File: src/mrm_pkg.sv
// Package: register map, field layouts and types of the magnetometer register block
package mrm_pkg;
   localparam logic [7:0] ADDR_IDENTITY   = 8'h40;
   localparam logic [7:0] ADDR_RESERVED   = 8'h41;
   localparam logic [7:0] ADDR_X_LOW      = 8'h42;
   localparam logic [7:0] ADDR_X_HIGH     = 8'h43;
   localparam logic [7:0] ADDR_Y_LOW      = 8'h44;
   localparam logic [7:0] ADDR_Y_HIGH     = 8'h45;
   localparam logic [7:0] ADDR_Z_LOW      = 8'h46;
   localparam logic [7:0] ADDR_Z_HIGH     = 8'h47;
   localparam logic [7:0] ADDR_HALL_LOW   = 8'h48;
   localparam logic [7:0] ADDR_HALL_HIGH  = 8'h49;
   localparam logic [7:0] ADDR_INT_FLAGS  = 8'h4a;
   localparam logic [7:0] ADDR_POWER      = 8'h4b;
   localparam logic [7:0] ADDR_OPMODE     = 8'h4c;
   localparam logic [7:0] ADDR_INT_EN     = 8'h4d;
   localparam logic [7:0] ADDR_PIN_CFG    = 8'h4e;
   localparam logic [7:0] ADDR_LOW_LIMIT  = 8'h4f;
   localparam logic [7:0] ADDR_HIGH_LIMIT = 8'h50;

   // Identity value is arbitrary
   localparam logic [7:0] IDENTITY_VALUE  = 8'ha5;

   localparam logic [7:0] RST_INT_FLAGS   = 8'h00;
   localparam logic [7:0] RST_POWER       = 8'h01;
   localparam logic [7:0] RST_OPMODE      = 8'h06;
   localparam logic [7:0] RST_INT_EN      = 8'h3f;
   localparam logic [7:0] RST_PIN_CFG     = 8'h07;
   localparam logic [7:0] RST_LIMIT       = 8'h00;
   localparam logic [7:0] ZERO_BYTE       = 8'h00;

   localparam int PWR_ENABLE_BIT   = 0;
   localparam int PWR_RESET_LO_BIT = 1;
   localparam int PWR_THREE_WIRE   = 2;
   localparam int PWR_RESET_HI_BIT = 7;
   localparam logic [7:0] PWR_WRITE_MASK = 8'h87;

   localparam int XY_WIDTH   = 13;
   localparam int Z_WIDTH    = 15;
   localparam int HALL_WIDTH = 14;

   typedef enum logic [1:0] {MRM_SUSPEND, MRM_SLEEP} mrm_power_e;

   typedef struct packed {
      logic signed [XY_WIDTH-1:0] x_field;
      logic signed [XY_WIDTH-1:0] y_field;
      logic signed [Z_WIDTH-1:0]  z_field;
      logic [HALL_WIDTH-1:0]      hall;
      logic                       x_selftest;
      logic                       y_selftest;
      logic                       z_selftest;
      logic                       ready;
   } mrm_sample_s;

   typedef struct packed {
      logic       wr;
      logic       rd;
      logic [7:0] addr;
      logic [7:0] wdata;
   } mrm_access_s;
endpackage

File: src/mrm_regs.sv
// Magnetometer register file: field results, identity, power control and config
`timescale 1ns/1ps
module mrm_regs
(
   input  wire logic                core_clk,
   input  wire logic                rst,
   input  wire mrm_pkg::mrm_access_s acc,
   input  wire mrm_pkg::mrm_sample_s sample,
   input  wire logic                sample_load,
   output logic [7:0]               rdata,
   output logic                     power_sleep,
   output logic                     three_wire_select,
   output logic [7:0]               operation_rate_selftest,
   output logic [7:0]               interrupt_enables,
   output logic [7:0]               pin_and_axis_config,
   output logic [7:0]               low_limit,
   output logic [7:0]               high_limit
);
   import mrm_pkg::*;

   ////////////////////////////////////////////////////////////////////////////
   mrm_sample_s held;
   mrm_power_e  pstate;
   logic [7:0]  power_and_soft_reset;
   logic [7:0]  interrupt_flags;
   // Trigger bits are write-only pulses, never stored
   localparam logic [7:0] TRIGGER_BITS = 8'(1 << PWR_RESET_HI_BIT) | 8'(1 << PWR_RESET_LO_BIT);

   wire         wr_power   = acc.wr && acc.addr == ADDR_POWER;
   wire [7:0]   pwr_wval   = acc.wdata & PWR_WRITE_MASK;
   // Soft reset is ignored in suspend
   wire         soft_reset = wr_power && pwr_wval[PWR_RESET_HI_BIT] && pwr_wval[PWR_RESET_LO_BIT]
                             && power_and_soft_reset[PWR_ENABLE_BIT] && pwr_wval[PWR_ENABLE_BIT];
   // Other registers are frozen in suspend; only power control accepts writes, reads still answer
   wire         awake      = power_and_soft_reset[PWR_ENABLE_BIT];
   wire         wr_cfg     = acc.wr && awake && !soft_reset;

   // Assembled byte images
   wire [7:0]   x_low  = {held.x_field[4:0], 2'b00, held.x_selftest};
   wire [7:0]   x_high = held.x_field[12:5];
   wire [7:0]   y_low  = {held.y_field[4:0], 2'b00, held.y_selftest};
   wire [7:0]   y_high = held.y_field[12:5];
   wire [7:0]   z_low  = {held.z_field[6:0], held.z_selftest};
   wire [7:0]   z_high = held.z_field[14:7];
   wire [7:0]   h_low  = {held.hall[5:0], 1'b0, held.ready};
   wire [7:0]   h_high = held.hall[13:6];
   // Identity gated by power enable
   wire [7:0]   id_val = awake ? IDENTITY_VALUE : ZERO_BYTE;

   logic [7:0] read_mux;
   always_comb
   begin
      unique case (acc.addr)
         ADDR_IDENTITY:   read_mux = id_val;
         ADDR_RESERVED:   read_mux = ZERO_BYTE;
         ADDR_X_LOW:      read_mux = x_low;
         ADDR_X_HIGH:     read_mux = x_high;
         ADDR_Y_LOW:      read_mux = y_low;
         ADDR_Y_HIGH:     read_mux = y_high;
         ADDR_Z_LOW:      read_mux = z_low;
         ADDR_Z_HIGH:     read_mux = z_high;
         ADDR_HALL_LOW:   read_mux = h_low;
         ADDR_HALL_HIGH:  read_mux = h_high;
         ADDR_INT_FLAGS:  read_mux = interrupt_flags;
         ADDR_POWER:      read_mux = power_and_soft_reset;
         ADDR_OPMODE:     read_mux = operation_rate_selftest;
         ADDR_INT_EN:     read_mux = interrupt_enables;
         ADDR_PIN_CFG:    read_mux = pin_and_axis_config;
         ADDR_LOW_LIMIT:  read_mux = low_limit;
         ADDR_HIGH_LIMIT: read_mux = high_limit;
         default:         read_mux = ZERO_BYTE;
      endcase
   end

   ////////////////////////////////////////////////////////////////////////////
   always_ff @(posedge core_clk or posedge rst)
   begin
      if (rst)
         rdata <= ZERO_BYTE;
      else if (acc.rd)
         rdata <= read_mux;
   end

   // Trigger bits never store, so they always read back zero
   always_ff @(posedge core_clk or posedge rst)
   begin
      if (rst)
         power_and_soft_reset <= RST_POWER;
      else if (wr_power)
         power_and_soft_reset <= pwr_wval & ~TRIGGER_BITS;
   end

   // Power state follows the enable bit; soft reset lands in sleep
   always_ff @(posedge core_clk or posedge rst)
   begin
      if (rst)
         pstate <= MRM_SLEEP;
      else if (wr_power)
         pstate <= pwr_wval[PWR_ENABLE_BIT] ? MRM_SLEEP : MRM_SUSPEND;
   end

   always_ff @(posedge core_clk or posedge rst)
   begin
      if (rst)
         power_sleep <= 1'b1;
      else if (wr_power)
         power_sleep <= pwr_wval[PWR_ENABLE_BIT];
   end

   assign three_wire_select = power_and_soft_reset[PWR_THREE_WIRE];

   // Soft reset reloads reset values into all but power control and read data
   always_ff @(posedge core_clk or posedge rst)
   begin
      if (rst)
      begin
         operation_rate_selftest <= RST_OPMODE;
         interrupt_enables       <= RST_INT_EN;
         pin_and_axis_config     <= RST_PIN_CFG;
         low_limit               <= RST_LIMIT;
         high_limit              <= RST_LIMIT;
      end
      else if (soft_reset)
      begin
         operation_rate_selftest <= RST_OPMODE;
         interrupt_enables       <= RST_INT_EN;
         pin_and_axis_config     <= RST_PIN_CFG;
         low_limit               <= RST_LIMIT;
         high_limit              <= RST_LIMIT;
      end
      else if (wr_cfg)
      begin
         if (acc.addr == ADDR_OPMODE)     operation_rate_selftest <= acc.wdata;
         if (acc.addr == ADDR_INT_EN)     interrupt_enables       <= acc.wdata;
         if (acc.addr == ADDR_PIN_CFG)    pin_and_axis_config     <= acc.wdata;
         if (acc.addr == ADDR_LOW_LIMIT)  low_limit               <= acc.wdata;
         if (acc.addr == ADDR_HIGH_LIMIT) high_limit              <= acc.wdata;
      end
   end

   // Interrupt sources live outside this block; flags only reset here
   always_ff @(posedge core_clk or posedge rst)
   begin
      if (rst)
         interrupt_flags <= RST_INT_FLAGS;
      else if (soft_reset)
         interrupt_flags <= RST_INT_FLAGS;
   end

   // Results keep their signed form; self-test flags default one
   always_ff @(posedge core_clk or posedge rst)
   begin
      if (rst)
         held <= '{x_selftest: 1'b1, y_selftest: 1'b1, z_selftest: 1'b1, default: '0};
      else if (soft_reset)
         held <= '{x_selftest: 1'b1, y_selftest: 1'b1, z_selftest: 1'b1, default: '0};
      else if (sample_load && awake)
         held <= sample;
   end
endmodule

File: config.mk
export PLATFORM = sky130hd
export DESIGN_NAME = mrm_regs
export DESIGN_NICKNAME = d
export VERILOG_FILES = /design/src/mrm_pkg.sv /design/src/mrm_regs.sv
export SDC_FILE = /design/constraint.sdc
export NUM_CORES = 1
export LEC_CHECK = 0
export ABC_AREA = 1
export BUFFER_PORTS_ARGS = -buffer_cell sky130_fd_sc_hd__buf_2
export CAP_MARGIN = 40
export CORE_ASPECT_RATIO = 2
export CORE_MARGIN = 1
export CORE_UTILIZATION = 54
export DETAILED_ROUTE_END_ITERATION = 16
export PLACE_DENSITY_LB_ADDON = 0.2
export SLEW_MARGIN = 10
export SYNTH_ARGS = -nofsm -noshare
export SYNTH_HDL_FRONTEND = slang
export SYNTH_SLANG_ARGS = --single-unit
File: constraint.sdc
create_clock -name core_clk -period 3.8 [get_ports core_clk]
set_input_delay 0 -clock core_clk [delete_from_list [all_inputs] [get_ports core_clk]]
set_output_delay 0 -clock core_clk [all_outputs]
set_load 0.02 [all_outputs]
==> impl_metrics.env, run 1 <==
export IMPL_status="complete, but fails checks"
export IMPL_violations="hold timing"
export IMPL_leakage_uw=0.003704
export IMPL_grt_pass1_wl_um=27880
export IMPL_fmax_mhz=474.4
export IMPL_rr_worst_depth=7
export IMPL_drt_initial_drc_count=446
export IMPL_synth_largest_area_cell="dfrtp_1"
export IMPL_post_dp_hpwl_um=11900
export IMPL_diodes=0
export IMPL_grt_remaining_overflow=0
export IMPL_synth_fp_nets=807
export IMPL_max_cap_violations=0
export IMPL_yosysSeqAreaShare_pct=48.32
export IMPL_r2r_slack_ps=1690
export IMPL_nNetsFinal=976
export IMPL_cts_buffers_inserted=9
export IMPL_drv_slew=0
export IMPL_reg2reg_from="power_and_soft_reset[0]$_DFFE_PP1N_"
export IMPL_tightest_slew_ps=946.3
export IMPL_cts_htree_levels=3
export IMPL_cts_tree="built"
export IMPL_critPathMaxStageDelay_ps=900
export IMPL_timing_hold_ws_ps=-5.003
export IMPL_critPathLaunch="power_and_soft_reset[0]$_DFFE_PP1N_"
export IMPL_relSlewSlack_pct=36.91
export IMPL_root_buffer="clkbuf_16"
export IMPL_cp_start_kind="flip-flop"
export IMPL_crit_path_end_kind="flip-flop"
export IMPL_path_buf_inv=2
export IMPL_cts_setup_buffers=0
export IMPL_antenna_found_initial=0
export IMPL_cts_sinks=109
export IMPL_critPathRequiredTime_ps=4090
export IMPL_grt_max_degree=97
export IMPL_core_um2=10150
export IMPL_drtPass1Iterations=5
export IMPL_ir_worst_vdd_v=0.0003052
export IMPL_hold_violations=1
export IMPL_drc=0
export IMPL_dp_cells=953
export IMPL_synth_distinct_cells=23
export IMPL_r2r_end="pin_and_axis_config[2]$_DFFE_PP1P_"
export IMPL_wl_um=17560
export IMPL_start_util_pct=56.00
export IMPL_crit_path_top_delay_cell="dfstp_2"
export IMPL_viasPerCell=5.669
export IMPL_ioPinCount=130
export IMPL_synth_area_leaders="dfrtp_1, nand3_1, nand2_1"
export IMPL_portBuffers=129
export IMPL_crit_path_max_fanout=35
export IMPL_row_count=52
export IMPL_clkTransAtPathRegs_ps=70
export IMPL_p_per_area_nw_per_um2=376.9
export IMPL_yosys_warnings=0
export IMPL_die_h_um=147.1
export IMPL_drive_above_1_share_pct=21.09
export IMPL_clk_latency_ps=360
export IMPL_yosys_area_top_type_share_pct=41.38
export IMPL_grt_pass1_vias=5809
export IMPL_ys_seq_elements=109
export IMPL_rsz0062_at_grt="no"
export IMPL_worstHoldStart="sample[15]"
export IMPL_gp_congestion=0.8747
export IMPL_wl_per_cell_um=16.95
export IMPL_layoutNonFillerInstCount=1036
export IMPL_path_cells="nand2_1 -> inv_2 -> nand3_2 -> nand2_4 -> nand3_1 -> o21ai_0 -> inv_1"
export IMPL_setup_viol=0
export IMPL_die_area_um2=10970
export IMPL_fin_total_pwr_uw=2736
export IMPL_clockBufferDepth=2
export IMPL_period_share_pct=55.48
export IMPL_syn_area_um2=5684
export IMPL_crit_arrival_ps=2400
export IMPL_holdPathEnd="h_high[5]$_DFFE_PP0P_"
export IMPL_vias=5873
export IMPL_die_width_um=74.55
export IMPL_crit_type="reg2reg"
export IMPL_syn_inst=727
export IMPL_fin_setup_tns_ps=0
export IMPL_syn_to_final_growth_pct=27.71
export IMPL_drtAntennaViolNets=0
export IMPL_hold_depth=3
export IMPL_worstHoldPathType="in2reg"
export IMPL_postSynthAreaPerCell_um2=7.819
export IMPL_finalClockSkew_ps=12.11
export IMPL_track_usage_pct=33.96
export IMPL_crit_family="flip-flops"
export IMPL_period_needed_ps=2108
[cell type report]
cell class,count,area [um^2]
Sequential cell,109,2746
Tap cell,135,168.9
Timing Repair Buffer,204,1416
Clock buffer,11,242.7
Inverter,51,193.9
Fill cell,843,2890
Multi-Input combinational cell,521,2457
Clock inverter,5,33.78
[report_power, final]
group | total [uW] | internal (uW) | switching, uW
sequential | 1460 | 1340 | 113
clock | 890 | 463 | 427
combinational | 390 | 181 | 209
total | 2740 | 1990 | 750
[what timing repair did]
item / in CTS / in global routing
resized for setup: 0 / 0
endpoints found under the setup margin: 0 / 0
hold buffers: 67 / 0
hold endpoints to repair: 107 / 0
[state kept, by name (all words and copies together) (netlist names)]
register,cells
held,44
h_high,8
high_limit,8
interrupt_enables,8
low_limit,8
operation_rate_selftest,8
pin_and_axis_config,8
rdata,8
h_low,7
power_and_soft_reset,2
[synthesized netlist by cell type]
| cell type | instances |
|---|---|
| nand2_4 | 1 |
| o21ai_1 | 23 |
| dfstp_2 | 15 |
| o22ai_1 | 2 |
| inv_2 | 4 |
| nor2_2 | 4 |
| buf_6 | 9 |
| nand3_1 | 199 |
| dfrtp_1 | 94 |
| nand2_1 | 170 |
| nand3_4 | 2 |
| nor2_4 | 5 |
| nor2_1 | 28 |
| buf_2 | 15 |
| a21oi_1 | 59 |
| buf_4 | 5 |
| o21ai_0 | 21 |
| inv_1 | 47 |
| nand2_2 | 2 |
| buf_8 | 1 |
| clkbuf_1 | 16 |
| nand3_2 | 4 |
| mux2i_1 | 1 |
[layer usage]
metal / track usage [%] / wire (um) / up-vias
met1: 35.71 / 6077 / 2768
li1: - / - / 2766
met2: 57.75 / 9193 / 255
met3: 6.859 / 974 / 84
met5: 0 / 0 / -
met4: 24.15 / 1318 / 0
[worst max path at each step]
stage                                                  end  cells after the start
floorplan                            h_high[0]$_DFFE_PP0P_                      1
global placement    operation_rate_selftest[2]$_DFFE_PP1P_                      6
detailed placement        interrupt_enables[1]$_DFFE_PP1P_                     11
CTS                     pin_and_axis_config[2]$_DFFE_PP1P_                      7
global route                          held[40]$_DFFE_PP0P_                      6
finish                  pin_and_axis_config[2]$_DFFE_PP1P_                      7
[cell families (layout without fill, tap and decap cells)]
kind of cell / count (synthesis) / in the layout / share of synthesized area [%]
simple gates: 415 / 415 / 33.77
mux: 1 / 1 / 0.1761
flops: 109 / 109 / 48.32
compound gates: 105 / 105 / 9.289
buf+inv: 97 / 271 / 8.453
[layout by cell type (no fill, tap or decap), types with 2 or more instances in the layout]
cell type,count
nand3_1,199
nand2_1,170
buf_2,129
dfrtp_1,94
dlygate4sd3_1,67
a21oi_1,59
inv_1,46
nor2_1,28
o21ai_1,23
o21ai_0,21
dfstp_2,15
clkbuf_16,9
buf_4,6
nor2_4,5
nor2_2,4
inv_2,4
nand3_2,4
nand2_2,2
nand3_4,2
o22ai_1,2
clkinv_2,2
clkinvlp_4,2
buf_16,2
[worst reg2reg max path: stages, from the launching register on]
cell and delay (ps):
dfstp_2 900, nand2_1 230, inv_2 190, nand3_2 270, nand2_4 220, nand3_1 80, o21ai_0 90, inv_1 60
[metrics by stage]
step                hold WS, ps  util [%]  area [um^2]  setup slack (ps)
floorplan                 90.01         -         5684             950.9
global placement          239.4     61.65         6257              1569
detailed placement        23.63     62.19         6312              1667
CTS                       14.31     71.52         7259              1685
global route              6.272     71.52         7259              1499
finish                   -5.003     71.52         7259              1692
(Power assumes the default switching activity.)
==> inputs of run 2 (changes only) <==
--- a/config.mk
+++ b/config.mk
@@ -5,12 +5,12 @@
 export SDC_FILE = /design/constraint.sdc
 export NUM_CORES = 1
 export LEC_CHECK = 0
-export ABC_AREA = 1
+export ABC_AREA = 0
 export BUFFER_PORTS_ARGS = -buffer_cell sky130_fd_sc_hd__buf_2
 export CAP_MARGIN = 40
 export CORE_ASPECT_RATIO = 2
 export CORE_MARGIN = 1
-export CORE_UTILIZATION = 54
+export CORE_UTILIZATION = 49
 export DETAILED_ROUTE_END_ITERATION = 16
 export PLACE_DENSITY_LB_ADDON = 0.2
 export SLEW_MARGIN = 10
==> constraint.sdc (replaced) <==
create_clock -name core_clk -period 1.9 [get_ports core_clk]
set_input_delay 0 -clock core_clk [delete_from_list [all_inputs] [get_ports core_clk]]
set_output_delay 0 -clock core_clk [all_outputs]
set_load 0.02 [all_outputs]
==> impl_metrics.env, run 2 <==
export IMPL_violations="hold timing"
export IMPL_diodes=0
export IMPL_final_common_cell="nand2_1"
export IMPL_crit_arrival_ps=2020
export IMPL_track_usage_pct=31.98
export IMPL_grt_max_degree=110
export IMPL_nNetsFinal=878
export IMPL_wl_per_cell_um=19.28
export IMPL_p_per_area_nw_per_um2=771.3
export IMPL_largest_register_ffs=44
export IMPL_yosysMostFrequentCell="nand2_1"
export IMPL_synth_fp_nets=677
export IMPL_drv_slew=0
export IMPL_yosys_warnings=0
export IMPL_cts_sinks=109
export IMPL_crit_path_max_fanout=7
export IMPL_die_area_um2=11760
export IMPL_crit_type="reg2reg"
export IMPL_cts_buffers_inserted=9
export IMPL_drtAntennaViolNets=0
export IMPL_synth_area_leaders="dfrtp_1, nand2_1, mux2i_1"
export IMPL_holdPathEnd="rdata[6]$_DFFE_PP0P_"
export IMPL_finalClockSkew_ps=8.728
export IMPL_fmax_mhz=555.7
export IMPL_reg2reg_from="power_and_soft_reset[0]$_DFFE_PP1N_"
export IMPL_rr_worst_depth=5
export IMPL_cp_start_kind="flip-flop"
export IMPL_placed_area_um2=6530
export IMPL_yosys_most_used_dff="dfrtp_1"
export IMPL_worstHoldStart="acc[16]"
export IMPL_yosysSeqAreaShare_pct=49.59
export IMPL_synth_xor_area_share_pct=0
export IMPL_ys_seq_elements=109
export IMPL_start_util_pct=50.59
export IMPL_ir_worst_vdd_v=0.0005715
export IMPL_postSynthAreaPerCell_um2=9.276
export IMPL_synth_top_family_by_area="simple AND/OR/NAND/NOR gates"
export IMPL_path_buf_inv=1
export IMPL_die_width_um=77.17
export IMPL_die_h_um=152.3
export IMPL_period_needed_ps=1800
export IMPL_synth_mux_area_share_pct=11.64
export IMPL_ioPinCount=130
export IMPL_drive_above_1_share_pct=28.52
export IMPL_critPathRequiredTime_ps=2120
export IMPL_drc=0
export IMPL_r2r_end="rdata[2]$_DFFE_PP0P_"
export IMPL_synth_largest_area_cell="dfrtp_1"
export IMPL_root_buffer="clkbuf_16"
export IMPL_vias=5393
export IMPL_fin_setup_tns_ps=0
export IMPL_hold_depth=2
export IMPL_cp_common_cell="a2111oi_2"
export IMPL_syn_to_final_growth_pct=35.65
export IMPL_async_flop_share_pct=100.0
export IMPL_clockBufferDepth=2
export IMPL_yosys_area_top_type_share_pct=42.48
export IMPL_worstHoldPathType="in2reg"
export IMPL_grt_pass1_wl_um=28520
export IMPL_rsz0062_at_grt="no"
export IMPL_core_um2=10950
export IMPL_cts_setup_buffers=0
export IMPL_gp_congestion=0.9513
export IMPL_synth_simple_area_share_pct=19.97
export IMPL_tightest_slew_ps=601.8
export IMPL_dp_cells=861
export IMPL_portBuffers=129
export IMPL_crit_family="compound AO/OA/AOI/OAI gates"
export IMPL_synth_compound_area_share_pct=14.32
export IMPL_synth_edff_count=0
export IMPL_drt_initial_drc_count=422
export IMPL_status="complete, but fails checks"
export IMPL_syn_inst=597
export IMPL_fin_area_um2=7512
export IMPL_synth_common_cells="nand2_1, dfrtp_1, a21oi_1"
export IMPL_setup_viol=0
export IMPL_critPathMaxStageDelay_ps=490
export IMPL_drtPass1Iterations=5
export IMPL_relSlewSlack_pct=59.88
export IMPL_largest_register="held"
export IMPL_grt_remaining_overflow=0
export IMPL_syn_area_um2=5538
export IMPL_period_share_pct=94.72
export IMPL_cts_tree="built"
export IMPL_r2r_slack_ps=100
export IMPL_layoutNonFillerInstCount=943
export IMPL_layout_cells_most_common_list="nand2_1, buf_2, dfrtp_1"
export IMPL_max_cap_violations=0
export IMPL_synth_distinct_cells=51
export IMPL_row_count=54
export IMPL_synthAdderAreaFrac_pct=0
export IMPL_hold_violations=1
export IMPL_grt_pass1_vias=5336
export IMPL_path_cells="buf_4 -> a221oi_1 -> a2111oi_2 -> a2111oi_2 -> o22ai_1"
export IMPL_timing_hold_ws_ps=-0.5602
export IMPL_crit_path_top_delay_cell="a2111oi_2"
export IMPL_leakage_uw=0.003522
export IMPL_cts_htree_levels=3
export IMPL_crit_path_end_kind="flip-flop"
export IMPL_post_dp_hpwl_um=13000
export IMPL_wl_um=18180
export IMPL_clkTransAtPathRegs_ps=80
export IMPL_antenna_found_initial=0
export IMPL_viasPerCell=5.719
export IMPL_clk_latency_ps=350
[run 2: cell count changes in the layout (fill, tap and decap cells not counted), sizes merged, moves of 6 or more]
cell	delta
nand2	-35
mux2	+15
inv	-43
buf	+32
mux2i	+42
nand2b	+8
nor2	+10
a22oi	+14
nand3b	+6
a21oi	+10
nand3	-183
o21ai	-34
[run 2: worst reg2reg max path, stage by stage (launching register included)]
cell       delay, ps
dfstp_2          420
buf_4            180
a221oi_1         330
a2111oi_2        120
a2111oi_2        490
o22ai_1          140
[run 2: cell families (layout without fill, tap and decap cells)]
kind of cell,after synthesis,count (layout)
AO/OA/AOI/OAI,129,129
buffers and inverters,55,261
flip-flops,109,109
multiplexers,60,60
AND/OR/NAND/NOR,244,244
[run 2: metal layers]
metal  wire length, um  part of all wire, %  GRT usage [%]  vias to the layer above
li1                  -                    -              -                     2484
met1              6622                   36          36.36                     2640
met2             10020                   55          57.73                      221
met3               698                  3.8          3.653                       48
met4               839                  4.6          16.26                        0
met5                 0                    0              0                        -
[run 2: power by group]
group          internal [uW]  total (uW)  leakage (uW)  switching, uW
registers               2670        2910       0.00142            236
logic                    470         950       0.00196            479
clock network           1040        1940      0.000148            896
[run 2: layout make-up]
cell class	instances	area [um^2]
fillers	893	3433
flip-flops and latches	109	2746
multi-input cells	433	2559
repair buffers	235	1682
clock buffers	9	225.2
well taps	140	175.2
clock inverters	7	83.83
inverters	10	41.29
[run 2: repair_timing]
item                                    4_1_cts  5_1_grt
endpoints found under the setup margin        1        0
endpoints found under the hold margin       173        0
gates resized for setup                       4        0
hold buffers                                 66        0
[run 2: worst max path at each step]
stage | from | slack [ps] | to | cells after the start
after CTS | power_and_soft_reset[0]$_DFFE_PP1N_ | 80 | operation_rate_selftest[1]$_DFFE_PP1P_ | 6
final | power_and_soft_reset[0]$_DFFE_PP1N_ | 100 | rdata[2]$_DFFE_PP0P_ | 5
after global placement | acc[8] | -180 | rdata[2]$_DFFE_PP0P_ | 7
after global routing | power_and_soft_reset[0]$_DFFE_PP1N_ | 20 | operation_rate_selftest[1]$_DFFE_PP1P_ | 6
after detailed placement | acc[8] | -200 | rdata[2]$_DFFE_PP0P_ | 7
after floorplan | power_and_soft_reset[0]$_DFFE_PP1N_ | -140 | operation_rate_selftest[1]$_DFFE_PP1P_ | 5
[run 2: through the flow]
stage                     total power, uW  hold WS, ps  util [%]  worst slack, ps
after floorplan                      3401        105.8         -           -138.5
after global routing                 6039        4.556     68.63            16.88
after detailed placement             3781        218.1     59.66           -199.3
after global placement               3743        201.0     59.66           -182.5
after CTS                            5808        5.404     68.63            79.94
final                                5794      -0.5602     68.63            100.4
==> inputs of run 3 (changes only) <==
--- a/config.mk
+++ b/config.mk
@@ -8,7 +8,6 @@
 export ABC_AREA = 0
 export BUFFER_PORTS_ARGS = -buffer_cell sky130_fd_sc_hd__buf_2
 export CAP_MARGIN = 40
-export CORE_ASPECT_RATIO = 2
 export CORE_MARGIN = 1
 export CORE_UTILIZATION = 49
 export DETAILED_ROUTE_END_ITERATION = 16
==> impl_metrics.env, run 3 (same netlist as run 2, synthesis figures left out) <==
export IMPL_fin_setup_tns_ps=0
export IMPL_layoutNonFillerInstCount=960
export IMPL_critPathLaunch="power_and_soft_reset[0]$_DFFE_PP1N_"
export IMPL_cts_sinks=109
export IMPL_max_cap_violations=0
export IMPL_grt_max_degree=60
export IMPL_grt_remaining_overflow=0
export IMPL_cts_tree="built"
export IMPL_relSlewSlack_pct=59.14
export IMPL_die_h_um=108.3
export IMPL_grt_pass1_wl_um=27330
export IMPL_grt_pass1_vias=5295
export IMPL_drv_slew=0
export IMPL_crit_type="reg2reg"
export IMPL_ioPinCount=130
export IMPL_drtAntennaViolNets=0
export IMPL_cts_htree_levels=3
export IMPL_cp_start_kind="flip-flop"
export IMPL_syn_to_final_growth_pct=38.59
export IMPL_worstHoldPathType="in2reg"
export IMPL_critPathRequiredTime_ps=2180
export IMPL_viasPerCell=5.664
export IMPL_wl_per_cell_um=18.28
export IMPL_ir_worst_vdd_v=0.0004215
export IMPL_final_common_cell="nand2_1"
export IMPL_leakage_uw=0.003617
export IMPL_finalClockSkew_ps=10.59
export IMPL_cts_buffers_inserted=9
export IMPL_crit_path_end_kind="flip-flop"
export IMPL_r2r_end="operation_rate_selftest[1]$_DFFE_PP1P_"
export IMPL_rr_worst_depth=6
export IMPL_portBuffers=129
export IMPL_vias=5437
export IMPL_clkTransAtPathRegs_ps=70
export IMPL_fin_total_pwr_uw=5770
export IMPL_root_buffer="clkbuf_16"
export IMPL_drive_above_1_share_pct=29.39
export IMPL_fmax_mhz=559.3
export IMPL_core_um2=10940
export IMPL_r2r_slack_ps=110
export IMPL_period_needed_ps=1788
export IMPL_setup_viol=0
export IMPL_crit_arrival_ps=2060
export IMPL_track_usage_pct=31.02
export IMPL_wl_um=17550
export IMPL_largest_register="held"
export IMPL_period_share_pct=94.11
export IMPL_tightest_slew_ps=605.0
export IMPL_post_dp_hpwl_um=12380
export IMPL_status="finished, final reports clean"
export IMPL_layout_cells_most_common_list="nand2_1, buf_2, dfrtp_1"
export IMPL_worst_slack_ps=111.9
export IMPL_p_per_area_nw_per_um2=751.8
export IMPL_die_width_um=108.3
export IMPL_preCtsSetupSlack_ps=-52.73
export IMPL_worstSetupEndpoint="operation_rate_selftest[1]$_DFFE_PP1P_"
export IMPL_row_count=38
export IMPL_reg2reg_from="power_and_soft_reset[0]$_DFFE_PP1N_"
export IMPL_die_area_um2=11730
export IMPL_largest_register_ffs=44
export IMPL_drc=0
export IMPL_crit_path_max_fanout=8
export IMPL_hold_violations=0
export IMPL_antenna_found_initial=0
export IMPL_diodes=0
export IMPL_clk_latency_ps=340
export IMPL_drt_initial_drc_count=442
export IMPL_clockBufferDepth=2
export IMPL_nNetsFinal=895
export IMPL_dp_cells=875
export IMPL_start_util_pct=50.64
export IMPL_drtPass1Iterations=5
export IMPL_rsz0062_at_grt="no"
export IMPL_gp_congestion=0.9524
run 3: metrics by stage:
| stage | instance area [um^2] | hold WS, ps | util [%] |
|---|---|---|---|
| 6_report | 7675 | 37.85 | 70.18 |
| 5_1_grt | 7675 | 35.83 | 70.18 |
| 4_1_cts | 7655 | 25.68 | 70.00 |
| 3_5_place_dp | 6673 | 98.89 | 61.02 |
| 3_3_place_gp | 6673 | 91.60 | 61.02 |
| 2_1_floorplan | 5552 | 105.8 | - |
run 3: worst min-delay path by stage:
stage,depth (start not counted),to,slack [ps],from
after floorplan,2,interrupt_enables[0]$_DFFE_PP1P_,110,acc[0]
after global placement,2,h_high[0]$_DFFE_PP0P_,90,rst
after detailed placement,2,h_high[0]$_DFFE_PP0P_,100,rst
after CTS,3,low_limit[7]$_DFFE_PP0P_,30,acc[7]
after global routing,3,low_limit[7]$_DFFE_PP0P_,40,acc[7]
final,3,low_limit[7]$_DFFE_PP0P_,40,acc[7]
run 3: worst max-delay path, stage by stage (launching register included):
cell and delay (ps):
dfstp_2 610, nand4_1 130, buf_4 190, nor4_4 200, buf_4 250, nor2_1 70, mux2_2 270
run 3: layout make-up:
type                    count  area [um^2]
well taps                 140        175.2
flip-flops and latches    109         2746
repair buffers            252         1852
fillers                   850         3261
inverters                  10        41.29
clock buffers              12        246.5
clock inverters             4        48.80
multi-input cells         433         2565
run 3: what timing repair did:
item	in CTS	in global routing
gates resized for setup	2	1
buffers inserted	0	2
setup endpoints to repair	1	8
pin swaps	0	1
hold buffers	68	0
hold endpoints to repair	105	0
run 3: power by group:
group / switching [uW] / total, uW / internal [uW]
sequential: 237 / 2910 / 2670
clock: 816 / 1870 / 1060
combinational: 492 / 985 / 493
run 3: routing by layer:
metal	track usage [%]	vias to the layer above	wire, um
li1	-	2519	-
met1	40.60	2647	7348
met2	51.96	239	8558
met3	4.882	32	1184
met4	11.58	0	456
met5	0	-	0
